### config.mk
export PLATFORM = sky130hd
export DESIGN_NAME = intc_top
export DESIGN_NICKNAME = d
export VERILOG_FILES = /design/src/hdl/intc_pkg.sv /design/src/hdl/urgency_resolver.sv /design/src/hdl/ack_sequencer.sv /design/src/hdl/intc_top.sv
export VERILOG_INCLUDE_DIRS = /design/src /design/src/hdl
export SDC_FILE = /design/constraint.sdc
export NUM_CORES = 1
export LEC_CHECK = 0
export BUFFER_PORTS_ARGS = -buffer_cell sky130_fd_sc_hd__buf_2
export CORE_ASPECT_RATIO = 0.7
export CORE_MARGIN = 3
export CORE_UTILIZATION = 30
export DETAILED_ROUTE_END_ITERATION = 10
export RECOVER_POWER = 100
export SYNTH_ARGS = -nofsm -noshare
export SYNTH_HDL_FRONTEND = slang
export SYNTH_SLANG_ARGS = --single-unit
### constraint.sdc
create_clock -name sys_clk -period 18.95 [get_ports sys_clk]
set_input_delay 0 -clock sys_clk [delete_from_list [all_inputs] [get_ports sys_clk]]
set_output_delay 0 -clock sys_clk [all_outputs]
set_load 0.02 [all_outputs]
### src/hdl/intc_defines.svh
// Offsets, field positions, reset values, vector types and timing counts
`ifndef INTC_DEFINES_SVH
`define INTC_DEFINES_SVH
`define OFF_CTRL0 8'h00
`define OFF_THRESH 8'h20
`define OFF_INSERV 8'h24
`define OFF_REQ 8'h28
`define OFF_STAT 8'h2C
`define CTRL_W 7
`define LVL_W 3
`define F_LVL 0
`define F_MASK 3
`define F_LTRIG 4
`define F_CASC 5
`define F_SNEST 6
`define CTRL_RST 7'h0F
`define CTRL_INT_BITS 7'h0F
`define CTRL_PIN_BITS 7'h1F
`define CTRL_PAIR_BITS 7'h7F
`define THRESH_RST 3'h7
`define STAT_PEND 15
`define SRC_PIN0 3'h3
`define SRC_PIN1 3'h4
`define SRC_PIN2 3'h5
`define SRC_PIN3 3'h6
`define VT_DIV 8'h00
`define VT_STEP 8'h01
`define VT_NMI 8'h02
`define VT_BRK 8'h03
`define VT_OVF 8'h04
`define VT_RANGE 8'h05
`define VT_UNDEF 8'h06
`define VT_ESCAPE 8'h07
`define VT_TIMER 8'h08
`define VT_DMA0 8'h0A
`define VT_DMA1 8'h0B
`define VT_PIN0 8'h0C
`define ESCAPE_TOP 5'h1B
`define GAP_IDLES 2'h2
`define VEC_SHIFT 2
`endif

### src/hdl/intc_pkg.sv
// Types shared by the interrupt priority and acknowledge block
package intc_pkg;
	typedef enum logic [2:0] {st_idle, st_ale1, st_cyc1, st_gap, st_ale2, st_cyc2} ack_state_type;
	typedef enum logic [2:0] {kind_none, kind_step, kind_nmi, kind_exc, kind_mask} grant_kind_type;
endpackage : intc_pkg

### src/hdl/urgency_resolver.sv
// Picks one winner among pending maskable sources
`timescale 1ns/1ns
`include "intc_defines.svh"
module urgency_resolver import intc_pkg::*; #(
	parameter int NSRC = 8,
	parameter int IDXW = 3
) (
	// Candidates and their levels
	input wire logic [NSRC-1:0] cand,
	input wire logic [NSRC*`LVL_W-1:0] levels,
	// Winner
	output logic win_valid,
	output logic [IDXW-1:0] win_idx,
	output logic [`LVL_W-1:0] win_lvl
);
	always_comb begin
		win_valid = 1'b0;
		win_idx = '0;
		win_lvl = '1;
		for (int i = 0; i < NSRC; i++) begin
			// Strict compare keeps the lower index on a tie
			if (cand[i] && (!win_valid || levels[i*`LVL_W +: `LVL_W] < win_lvl)) begin
				win_valid = 1'b1;
				win_idx = IDXW'(i);
				win_lvl = levels[i*`LVL_W +: `LVL_W];
			end
		end
	end
endmodule : urgency_resolver

### src/hdl/ack_sequencer.sv
// Two locked acknowledge bus cycles that fetch an external vector type
`timescale 1ns/1ns
`include "intc_defines.svh"
module ack_sequencer import intc_pkg::*; (
	// Clock and reset
	input wire logic sys_clk,
	input wire logic rstn,
	input wire logic ce,
	// Control
	input wire logic start,
	output logic busy,
	output logic done_q,
	output logic [7:0] vtype_q,
	// Bus side
	input wire logic ready,
	input wire logic [7:0] ad_in,
	output logic ale,
	output logic ack_active
);
	ack_state_type st_q;
	logic [1:0] gap_q;

	always_ff @(posedge sys_clk) begin
		if (!rstn) begin
			st_q <= st_idle;
			gap_q <= 2'h0;
		end else if (ce) begin
			case (st_q)
				st_idle: if (start) st_q <= st_ale1;
				st_ale1: st_q <= st_cyc1;
				st_cyc1: if (ready) begin
					st_q <= st_gap;
					gap_q <= `GAP_IDLES;
				end
				st_gap: begin
					gap_q <= gap_q - 2'h1;
					if (gap_q == 2'h1) st_q <= st_ale2;
				end
				st_ale2: st_q <= st_cyc2;
				st_cyc2: if (ready) st_q <= st_idle;
				default: st_q <= st_idle;
			endcase
		end
	end

	always_ff @(posedge sys_clk) begin
		if (!rstn) begin
			done_q <= 1'b0;
			vtype_q <= 8'h00;
		end else if (ce) begin
			done_q <= (st_q == st_cyc2) && ready;
			if ((st_q == st_cyc2) && ready) vtype_q <= ad_in;
		end
	end

	// Address latch strobe leads each acknowledge cycle
	assign ale = (st_q == st_ale1) || (st_q == st_ale2);
	assign ack_active = (st_q == st_cyc1) || (st_q == st_cyc2);
	assign busy = (st_q != st_idle);
endmodule : ack_sequencer

### src/hdl/intc_top.sv
// Interrupt priority resolution and acknowledge control
// Notes on behaviour
// Maskable sources from type 8 rank by programmable level, then fixed order.
// Each source has level zero to seven, zero most urgent; reset gives seven.
// Equal levels grant request pins in order pin 0, pin 1, pin 2 onward.
// Single-step flag raises type 01h after instructions except prefix, segment, wait.
// Single-step flag is cleared only after flags are pushed; return restores it.
// Nonmaskable pin acts on rising edge only, type 02h; high at reset ignored.
// Nonmaskable request skips maskable resolution, no in-service bit, may preempt itself.
// Divide quotient overflow raises type 00h.
// One-byte breakpoint instruction raises type 03h.
// Overflow-trap instruction with overflow flag set raises type 04h.
// Range-check failure raises type 05h.
// Undefined opcode raises type 06h.
// Escape opcodes D8h-DFh always trap to 07h, restart at instruction or prefix.
// Internally supplied type runs no acknowledge bus cycles.
// External type runs two acknowledge cycles; type read from low lines in second.
// Acknowledge cycles are locked, two idles between, ready inserts waits.
// Each acknowledge cycle pulses address latch strobe, read strobe stays inactive.
// Reset clears nesting, level-trigger, linked bits, in-service and request bits.
// Reset sets all levels to 7, all masks to 1, threshold to 7.
// Five pins: five direct, one pair plus three, or two pairs plus pin 4.
// Pin configuration from pin 0 and 1 controls; internal sources unaffected.
// Vector table address is type shifted left two.
// Grant only enabled source with no higher request pending or in service.
// Fully nested: same or lower source blocked by equal or higher in-service bit.
// Edge mode latches request on rising pin, clears on acknowledge.
// Exactly one maskable winner per pass, level first then fixed order.
//
// Implementation choices: the Wishbone slave port and the register offsets.
`timescale 1ns/1ns
`include "intc_defines.svh"
module intc_top import intc_pkg::*; #(
	parameter int NSRC = 8,
	parameter int IDXW = 3
) (
	// Clock, reset and enable
	input wire logic sys_clk,
	input wire logic rstn,
	input wire logic ce,
	// Wishbone slave
	input wire logic [7:0] wb_adr_i,
	input wire logic [31:0] wb_dat_i,
	input wire logic [3:0] wb_sel_i,
	input wire logic wb_we_i,
	input wire logic wb_cyc_i,
	input wire logic wb_stb_i,
	output logic [31:0] wb_dat_o,
	output logic wb_ack_o,
	// Internal maskable sources, one-cycle pulses
	input wire logic timer_irq,
	input wire logic dma0_irq,
	input wire logic dma1_irq,
	// Request pins
	input wire logic request_pin_0,
	input wire logic request_pin_1,
	input wire logic request_pin_2,
	input wire logic request_pin_3,
	input wire logic request_pin_4,
	input wire logic nmi_pin,
	// Acknowledge pins shared with pins 2 and 3
	output logic acknowledge_pin_0_n,
	output logic acknowledge_pin_0_oe_n,
	output logic acknowledge_pin_1_n,
	output logic acknowledge_pin_1_oe_n,
	// Acknowledge bus
	input wire logic ready,
	input wire logic [7:0] low_address_data_lines,
	output logic ale,
	output logic rd_n,
	output logic bus_locked,
	// Core events
	input wire logic int_enable,
	input wire logic instr_done,
	input wire logic single_step_flag,
	input wire logic instr_prefix,
	input wire logic instr_seg_write,
	input wire logic instr_wait,
	input wire logic div_overflow,
	input wire logic breakpoint_instr,
	input wire logic overflow_trap_instr,
	input wire logic overflow_flag,
	input wire logic range_fail,
	input wire logic undefined_opcode,
	input wire logic opcode_valid,
	input wire logic [7:0] opcode,
	input wire logic flags_pushed,
	// Core handshake
	input wire logic int_take,
	output logic int_req,
	output logic vector_valid_q,
	output logic [7:0] vector_type_q,
	output logic [9:0] vector_addr_q,
	output logic restart_at_start_q,
	output logic single_step_clear_q
);
	logic [`CTRL_W-1:0] ctrl_q [NSRC];
	logic [`LVL_W-1:0] lvl [NSRC];
	logic [`LVL_W-1:0] thresh_q;
	logic [NSRC-1:0] ins_q, req_q, src_prev_q, src_raw, src_live, mask_v, cand, grant_hot;
	logic [NSRC*`LVL_W-1:0] lvl_flat;
	logic win_valid, win_ext, blocked, mask_ok, take, casc0, casc1, pair_q, wait_q;
	logic [IDXW-1:0] win_idx;
	logic [`LVL_W-1:0] win_lvl;
	logic nmi_prev_q, nmi_pend_q, step_pend_q, exc_pend_q, escape_pend_q, trace_taken_q;
	logic [7:0] exc_type_q, vt_d;
	logic ack_q, wr, seq_busy, seq_done, ack_active, better;
	logic [7:0] seq_type;
	logic [31:0] rd_data;
	logic [IDXW:0] slot;
	grant_kind_type grant_kind;

	function automatic logic [IDXW:0] ctrl_slot(input logic [7:0] adr);
		logic [7:0] rel;
		rel = adr - `OFF_CTRL0;
		ctrl_slot = {(rel[7:IDXW+2] == '0) && (rel[1:0] == 2'h0), rel[IDXW+1:2]};
	endfunction : ctrl_slot

	function automatic logic [7:0] src_type(input logic [IDXW-1:0] idx);
		case (idx)
			3'h0: src_type = `VT_TIMER;
			3'h1: src_type = `VT_DMA0;
			3'h2: src_type = `VT_DMA1;
			default: src_type = `VT_PIN0 + 8'(idx - `SRC_PIN0);
		endcase
	endfunction : src_type

	function automatic logic [`CTRL_W-1:0] wr_bits(input logic [IDXW-1:0] idx);
		if (idx == `SRC_PIN0 || idx == `SRC_PIN1) wr_bits = `CTRL_PAIR_BITS;
		else if (idx >= `SRC_PIN0) wr_bits = `CTRL_PIN_BITS;
		else wr_bits = `CTRL_INT_BITS;
	endfunction : wr_bits

	// Fixed order: timer, dma 0, dma 1, then pins 0 to 4
	assign src_raw = {request_pin_4, request_pin_3, request_pin_2, request_pin_1, request_pin_0,
		dma1_irq, dma0_irq, timer_irq};
	assign casc0 = ctrl_q[`SRC_PIN0][`F_CASC];
	assign casc1 = ctrl_q[`SRC_PIN1][`F_CASC];
	// Pins 2 and 3 become acknowledge outputs in a linked pair
	always_comb begin
		src_live = '1;
		src_live[`SRC_PIN2] = !casc0;
		src_live[`SRC_PIN3] = !casc1;
	end

	// Wishbone slave, one wait state, write lands on the acked edge
	assign wr = wb_cyc_i && wb_stb_i && wb_we_i && ack_q && wb_sel_i[0];
	assign wb_ack_o = ack_q;
	assign slot = ctrl_slot(wb_adr_i);

	always_ff @(posedge sys_clk) begin
		if (!rstn) begin
			ack_q <= 1'b0;
			wb_dat_o <= 32'h0000_0000;
		end else if (ce) begin
			ack_q <= wb_cyc_i && wb_stb_i && !ack_q;
			if (wb_cyc_i && wb_stb_i && !ack_q) wb_dat_o <= rd_data;
		end
	end

	always_comb begin
		rd_data = 32'h0000_0000;
		if (slot[IDXW]) rd_data = 32'(ctrl_q[slot[IDXW-1:0]]);
		else begin
			case (wb_adr_i)
				`OFF_THRESH: rd_data = 32'(thresh_q);
				`OFF_INSERV: rd_data = 32'(ins_q);
				`OFF_REQ: rd_data = 32'(req_q);
				`OFF_STAT: rd_data = (32'(mask_ok) << `STAT_PEND) | 32'(src_type(win_idx));
				default: rd_data = 32'h0000_0000;
			endcase
		end
	end

	always_ff @(posedge sys_clk) begin
		if (!rstn) begin
			for (int i = 0; i < NSRC; i++) ctrl_q[i] <= `CTRL_RST;
			thresh_q <= `THRESH_RST;
		end else if (ce && wr) begin
			if (slot[IDXW]) ctrl_q[slot[IDXW-1:0]] <= wb_dat_i[`CTRL_W-1:0] & wr_bits(slot[IDXW-1:0]);
			if (wb_adr_i == `OFF_THRESH) thresh_q <= wb_dat_i[`LVL_W-1:0];
		end
	end

	// Request latching per source
	for (genvar g = 0; g < NSRC; g++) begin : g_src
		assign lvl[g] = ctrl_q[g][`F_LVL +: `LVL_W];
		assign lvl_flat[g*`LVL_W +: `LVL_W] = lvl[g];
		assign mask_v[g] = ctrl_q[g][`F_MASK];
		always_ff @(posedge sys_clk) begin
			if (!rstn) begin
				req_q[g] <= 1'b0;
				src_prev_q[g] <= 1'b0;
			end else if (ce) begin
				src_prev_q[g] <= src_raw[g];
				if (ctrl_q[g][`F_LTRIG]) req_q[g] <= src_raw[g];
				else req_q[g] <= (req_q[g] && !grant_hot[g]) || (src_raw[g] && !src_prev_q[g]);
			end
		end
	end

	assign cand = req_q & ~mask_v & src_live;

	urgency_resolver #(
		.NSRC(NSRC),
		.IDXW(IDXW)
	) u_resolver (
		.cand(cand),
		.levels(lvl_flat),
		.win_valid(win_valid),
		.win_idx(win_idx),
		.win_lvl(win_lvl)
	);

	// Nesting check against every in-service source
	always_comb begin
		blocked = 1'b0;
		for (int s = 0; s < NSRC; s++) begin
			if (ins_q[s]) begin
				if (IDXW'(s) == win_idx) begin
					if (!ctrl_q[s][`F_SNEST]) blocked = 1'b1;
				end else if (lvl[s] < win_lvl || (lvl[s] == win_lvl && IDXW'(s) < win_idx)) begin
					blocked = 1'b1;
				end
			end
		end
	end

	assign mask_ok = win_valid && (win_lvl <= thresh_q) && !blocked && int_enable;
	assign win_ext = (win_idx == `SRC_PIN0 && casc0) || (win_idx == `SRC_PIN1 && casc1);

	// Trace first, then nonmaskable pin, then exceptions, then maskable
	always_comb begin
		if (step_pend_q) grant_kind = kind_step;
		else if (nmi_pend_q) grant_kind = kind_nmi;
		else if (exc_pend_q) grant_kind = kind_exc;
		else if (mask_ok) grant_kind = kind_mask;
		else grant_kind = kind_none;
	end

	assign int_req = (grant_kind != kind_none) && !seq_busy && !wait_q;
	assign take = int_take && int_req && ce;
	assign grant_hot = (take && grant_kind == kind_mask) ? (NSRC'(1) << win_idx) : '0;

	always_ff @(posedge sys_clk) begin
		if (!rstn) ins_q <= '0;
		else if (ce) begin
			// A grant in the same cycle as a clear keeps the bit set
			if (wr && wb_adr_i == `OFF_INSERV) ins_q <= (ins_q & ~wb_dat_i[NSRC-1:0]) | grant_hot;
			else ins_q <= ins_q | grant_hot;
		end
	end

	// Nonmaskable pin; reset value of one hides a pin held high
	always_ff @(posedge sys_clk) begin
		if (!rstn) begin
			nmi_prev_q <= 1'b1;
			nmi_pend_q <= 1'b0;
		end else if (ce) begin
			nmi_prev_q <= nmi_pin;
			nmi_pend_q <= (nmi_pend_q && !(take && grant_kind == kind_nmi)) || (nmi_pin && !nmi_prev_q);
		end
	end

	always_ff @(posedge sys_clk) begin
		if (!rstn) step_pend_q <= 1'b0;
		else if (ce) begin
			step_pend_q <= (step_pend_q && !(take && grant_kind == kind_step)) ||
				(instr_done && single_step_flag && !instr_prefix && !instr_seg_write && !instr_wait);
		end
	end

	// Flag clear waits for the flags push so the saved copy keeps it set
	always_ff @(posedge sys_clk) begin
		if (!rstn) begin
			trace_taken_q <= 1'b0;
			single_step_clear_q <= 1'b0;
		end else if (ce) begin
			single_step_clear_q <= trace_taken_q && flags_pushed;
			if (take && grant_kind == kind_step) trace_taken_q <= 1'b1;
			else if (flags_pushed) trace_taken_q <= 1'b0;
		end
	end

	// Instruction exceptions are exclusive, one held at a time
	always_ff @(posedge sys_clk) begin
		if (!rstn) begin
			exc_pend_q <= 1'b0;
			escape_pend_q <= 1'b0;
			exc_type_q <= `VT_DIV;
		end else if (ce) begin
			if (take && grant_kind == kind_exc) exc_pend_q <= 1'b0;
			if (div_overflow) exc_type_q <= `VT_DIV;
			else if (breakpoint_instr) exc_type_q <= `VT_BRK;
			else if (overflow_trap_instr && overflow_flag) exc_type_q <= `VT_OVF;
			else if (range_fail) exc_type_q <= `VT_RANGE;
			else if (undefined_opcode) exc_type_q <= `VT_UNDEF;
			else if (opcode_valid && opcode[7:3] == `ESCAPE_TOP) exc_type_q <= `VT_ESCAPE;
			if (div_overflow || breakpoint_instr || (overflow_trap_instr && overflow_flag) || range_fail ||
				undefined_opcode || (opcode_valid && opcode[7:3] == `ESCAPE_TOP)) begin
				exc_pend_q <= 1'b1;
				escape_pend_q <= !div_overflow && !breakpoint_instr && !(overflow_trap_instr && overflow_flag) &&
					!range_fail && !undefined_opcode;
			end
		end
	end

	always_comb begin
		case (grant_kind)
			kind_step: vt_d = `VT_STEP;
			kind_nmi: vt_d = `VT_NMI;
			kind_exc: vt_d = exc_type_q;
			kind_mask: vt_d = src_type(win_idx);
			default: vt_d = `VT_DIV;
		endcase
	end

	// Vector delivery; external types wait for the acknowledge pair
	always_ff @(posedge sys_clk) begin
		if (!rstn) begin
			vector_valid_q <= 1'b0;
			vector_type_q <= `VT_DIV;
			vector_addr_q <= 10'h000;
			restart_at_start_q <= 1'b0;
			pair_q <= 1'b0;
			wait_q <= 1'b0;
		end else if (ce) begin
			vector_valid_q <= 1'b0;
			if (seq_done) begin
				vector_valid_q <= 1'b1;
				vector_type_q <= seq_type;
				vector_addr_q <= 10'(seq_type) << `VEC_SHIFT;
				restart_at_start_q <= 1'b0;
				wait_q <= 1'b0;
			end else if (take && grant_kind == kind_mask && win_ext) begin
				pair_q <= (win_idx == `SRC_PIN1);
				wait_q <= 1'b1;
			end else if (take) begin
				vector_valid_q <= 1'b1;
				vector_type_q <= vt_d;
				vector_addr_q <= 10'(vt_d) << `VEC_SHIFT;
				restart_at_start_q <= (grant_kind == kind_exc) && escape_pend_q;
			end
		end
	end

	ack_sequencer u_ack (
		.sys_clk(sys_clk),
		.rstn(rstn),
		.ce(ce),
		.start(take && grant_kind == kind_mask && win_ext),
		.busy(seq_busy),
		.done_q(seq_done),
		.vtype_q(seq_type),
		.ready(ready),
		.ad_in(low_address_data_lines),
		.ale(ale),
		.ack_active(ack_active)
	);

	assign acknowledge_pin_0_n = !(ack_active && !pair_q);
	assign acknowledge_pin_1_n = !(ack_active && pair_q);
	assign acknowledge_pin_0_oe_n = !casc0;
	assign acknowledge_pin_1_oe_n = !casc1;
	assign rd_n = 1'b1;
	assign bus_locked = seq_busy;

	// Helper: any candidate ranked above the winner
	always_comb begin
		better = 1'b0;
		for (int j = 0; j < NSRC; j++) begin
			if (cand[j] && (lvl[j] < win_lvl || (lvl[j] == win_lvl && IDXW'(j) < win_idx))) better = 1'b1;
		end
	end
endmodule : intc_top

==> run_results.csv <==
group,metric,value,unit
die,die_height,147,um
finish,number_of_filler_cells_placed_in_the_layout,2834,
synthesis,synth_seq_area_share,0.370,
sta,finalCriticalPeriod,15.83,ns
finish,finalNonFillerCells,1428,
sta,least_margin_pin_slew,1.80,ns
run_status,failed_checks,"max-capacitance violations, max-slew violations",
worst_setup_path,r2r_cells,56,
power_and_ir_drop,p_leak,3.91,nW
sta,fin_skew,0.0114,ns
power_and_ir_drop,power,0.713,mW
finish,utilization,0.366,
finish,areaGrowthSynthToFinish,17.5,%
worst_setup_path,path_common_cell,"ha_1",
placed_design,dp_worst_setup_slack,5.12,ns
global_route,pin_count_of_the_biggest_net_entering_global_routing,52,
sta,grt_setup_unrepaired,"no",
finish,most-common-layout-cells,"94 x nand2_1, 73 x dfxtp_1, 68 x nor2_1",
sta,post-route-worst-setup-slack,3.12,ns
finish,num_antenna_cells,0,
finish,design.final.nets,1184,
route,routed_wl,28.0,mm
global_route,first_global_vias,7130,
route,detail_route.drc_violations,0,
worst_setup_path,critPathLaunchType,"flop",
route,drt_pass1_iterations,6,
power_and_ir_drop,pwr_density_cell,71.5,nW/um^2
clocking,cts_tree,"done",
route,final_antenna_net_count,0,
clocking,post_cts_buffers,0,
clocking,tritoncts.num_buffers,17,
route,num_vias,7608,
die,die_area,30400,sq um
die,row_count,50,
synthesis,number_of_flops_mapped_to_enable_cells_by_yosys,56,
die,floorplan.io_pins,153,
clocking,worst_setup_hold_path_clk_slew,0.07,ns
power_and_ir_drop,worst_ir_drop_vdd,58.8,uV
synthesis,netlist_instances,936,
sta,timing.setup.tns,0,ns
clocking,cts_root_buffer,"clkbuf_16",
global_route,grt_use_total,0.179,
worst_setup_path,worst_ep_arrival_time,16.11,ns
die,core,27300,sq um
synthesis,synth-main-ff-cell,"dfxtp_1",
sta,drv_slew,38,
global_route,initial_antenna_violation_count,0,
sta,finalSetupViolations,0,
placed_design,gp_routability_congestion,0.962,
worst_setup_path,cpMaxStageDelayCell,"a211oi_1",
clocking,cts_resized,0,
finish,final_common_cell,"nand2_1",
synthesis,post_synth.cell_area_avg,9.07,sq um
worst_hold_path,hold_depth,3,
die,initial_core_util,0.311,
finish,combined_area_of_the_multi_input_logic_cells,4770,sq um
worst_setup_path,critical_path_rt,19.23,ns
die,die_width,207,um
placed_design,io_buffer_count,96,
run,maxCapViolations,1,
global_route,grt_first_pass_wirelength,42.7,mm
worst_hold_path,hold_class,"in -> reg",
synthesis,async_reset_ff_frac,0,
sta,finalCritPeriodShare,0.836,
worst_setup_path,timing_worst_setup_path_type,"reg -> reg",
worst_setup_path,crit_fanout,14,
run_status,run_status,"complete, but fails checks",
clocking,clk-insertion-delay-late,0.42,ns
sta,achievable-frequency,0.0632,GHz
placed_design,dp_cell_count,1364,
synthesis,syn_area,8490,sq um
clocking,clkSinkCount,129,
clocking,max-clock-path-buffers,2,
sta,finalHoldViolCount,0,
sta,slew-limit-headroom,-0.197,
finish,storage_cell_area,3140,sq um
route,drt_first_iter_violations,840,
route,route.detailed.vias_per_inst,5.33,
route,route.detailed.wl_per_inst,19.6,um
global_route,grt_overflow,0,
placed_design,hpwl,21.2,mm
worst_setup_path,max_stage_delay,1.01,ns
synthesis,post_synth_num_cell_types,89,
synthesis,yosys_register_bits,129,
finish,share_of_cells_above_drive_strength_1,0.156,
synthesis,number_of_warnings_printed_during_yosys_synthesis,0,
worst_setup_path,critPathCaptureType,"flop",
clocking,hold_fix_buffer_count_after_cts,32,
clocking,cts-htree-levels,4,
==> final cells by class <==
class,instances,share of cell area
Clock inverter,15,0.0169
Inverter,60,0.0226
Tap cell,364,0.0457
Multi-Input combinational cell,710,0.478
Timing Repair Buffer,133,0.0785
Clock buffer,17,0.0427
Sequential cell,129,0.315
==> cell families after synthesis <==
logic type                 after synthesis  synth area share
AOI/OAI and AO/OA                      234             0.200
xor gates and xnor gates                 1           0.00103
adders and majority gates               42            0.0619
buffers and inverters                  136            0.0786
DFF                                    129             0.370
muxes                                   49            0.0807
other                                    2          0.000885
and+or+nand+nor                        343             0.207
==> power breakdown <==
| group | internal, mW | total (mW) | switching (mW) |
|---|---|---|---|
| combinational | 0.0262 | 0.0733 | 0.0471 |
| sequential | 0.298 | 0.305 | 0.00707 |
| clock | 0.197 | 0.334 | 0.137 |
==> through the flow <==
stage | hold WS (ns) | area [sq um]
after CTS | 0.000425 | 10100
final | 0.0150 | 9970
after global routing | 0.0178 | 9970
after detailed placement | 0.250 | 9160
after global placement | 0.235 | 9160
after floorplan | 0.125 | 8630
==> worst paths after layout <==
kind | start | endpoint | slack (ns)
worst min-delay path | wb_dat_i[2] | thresh_q[2]$_SDFFE_PN1P_ | 0.02
worst min register to register | exc_type_q[2]$_SDFFE_PN0P_ | exc_type_q[2]$_SDFFE_PN0P_ | 0.45
worst max-delay path | ctrl_q[0][3]$_SDFFCE_PN1P_ | req_q[1]$_SDFFE_PN0P_ | 3.12
worst max register to register | ctrl_q[0][3]$_SDFFCE_PN1P_ | req_q[1]$_SDFFE_PN0P_ | 3.12
==> state kept, by name, indices dropped and copies added, names as in the netlist, 2 cells and up <==
| register | flops |
|---|---|
| ctrl_q | 56 |
| exc_type_q | 3 |
| ins_q | 8 |
| req_q | 8 |
| src_prev_q | 8 |
| thresh_q | 3 |
| u_ack.gap_q | 2 |
| u_ack.st_q | 3 |
| u_ack.vtype_q | 8 |
| vector_type_q | 8 |
| wb_dat_o | 9 |
==> worst max-delay path, delay by kind of cell (launching register included) <==
family | cells | cell delay [ns]
flops | 1 | 0.40
buf+inv | 5 | 0.58
compound gates | 24 | 8.28
simple gates | 17 | 3.69
mux | 2 | 0.50
fa+ha+maj | 8 | 2.21
==> cells in the mapped netlist (7+ instances only) <==
master | count | share of area
a21boi_0 | 9 | 0.0080
a21o_1 | 7 | 0.0062
a21oi_1 | 64 | 0.038
a31oi_1 | 11 | 0.0081
and2_1 | 7 | 0.0052
and3_1 | 11 | 0.0081
buf_1 | 8 | 0.0035
buf_4 | 35 | 0.031
clkbuf_1 | 28 | 0.012
dfxtp_1 | 73 | 0.17
edfxtp_1 | 56 | 0.20
ha_1 | 42 | 0.062
inv_1 | 59 | 0.026
mux2i_1 | 28 | 0.033
mux4_2 | 12 | 0.032
nand2_1 | 94 | 0.042
nand2b_1 | 24 | 0.018
nand3_1 | 34 | 0.020
nor2_1 | 68 | 0.030
nor2b_1 | 9 | 0.0066
nor3_1 | 14 | 0.0083
nor4_1 | 7 | 0.0052
o2111ai_1 | 8 | 0.0083
o21a_1 | 9 | 0.0080
o21ai_0 | 34 | 0.020
o31ai_1 | 7 | 0.0062
or2_2 | 35 | 0.026
or3_1 | 11 | 0.0081
==> metal layers <==
metal,GRT usage,up-vias,share of wire
met5,0,-,0
met4,0.0349,0,0.0083
met3,0.0450,22,0.10
met2,0.234,317,0.39
met1,0.290,3666,0.50
li1,-,3603,-
Power figures use the tool's default switching activity.
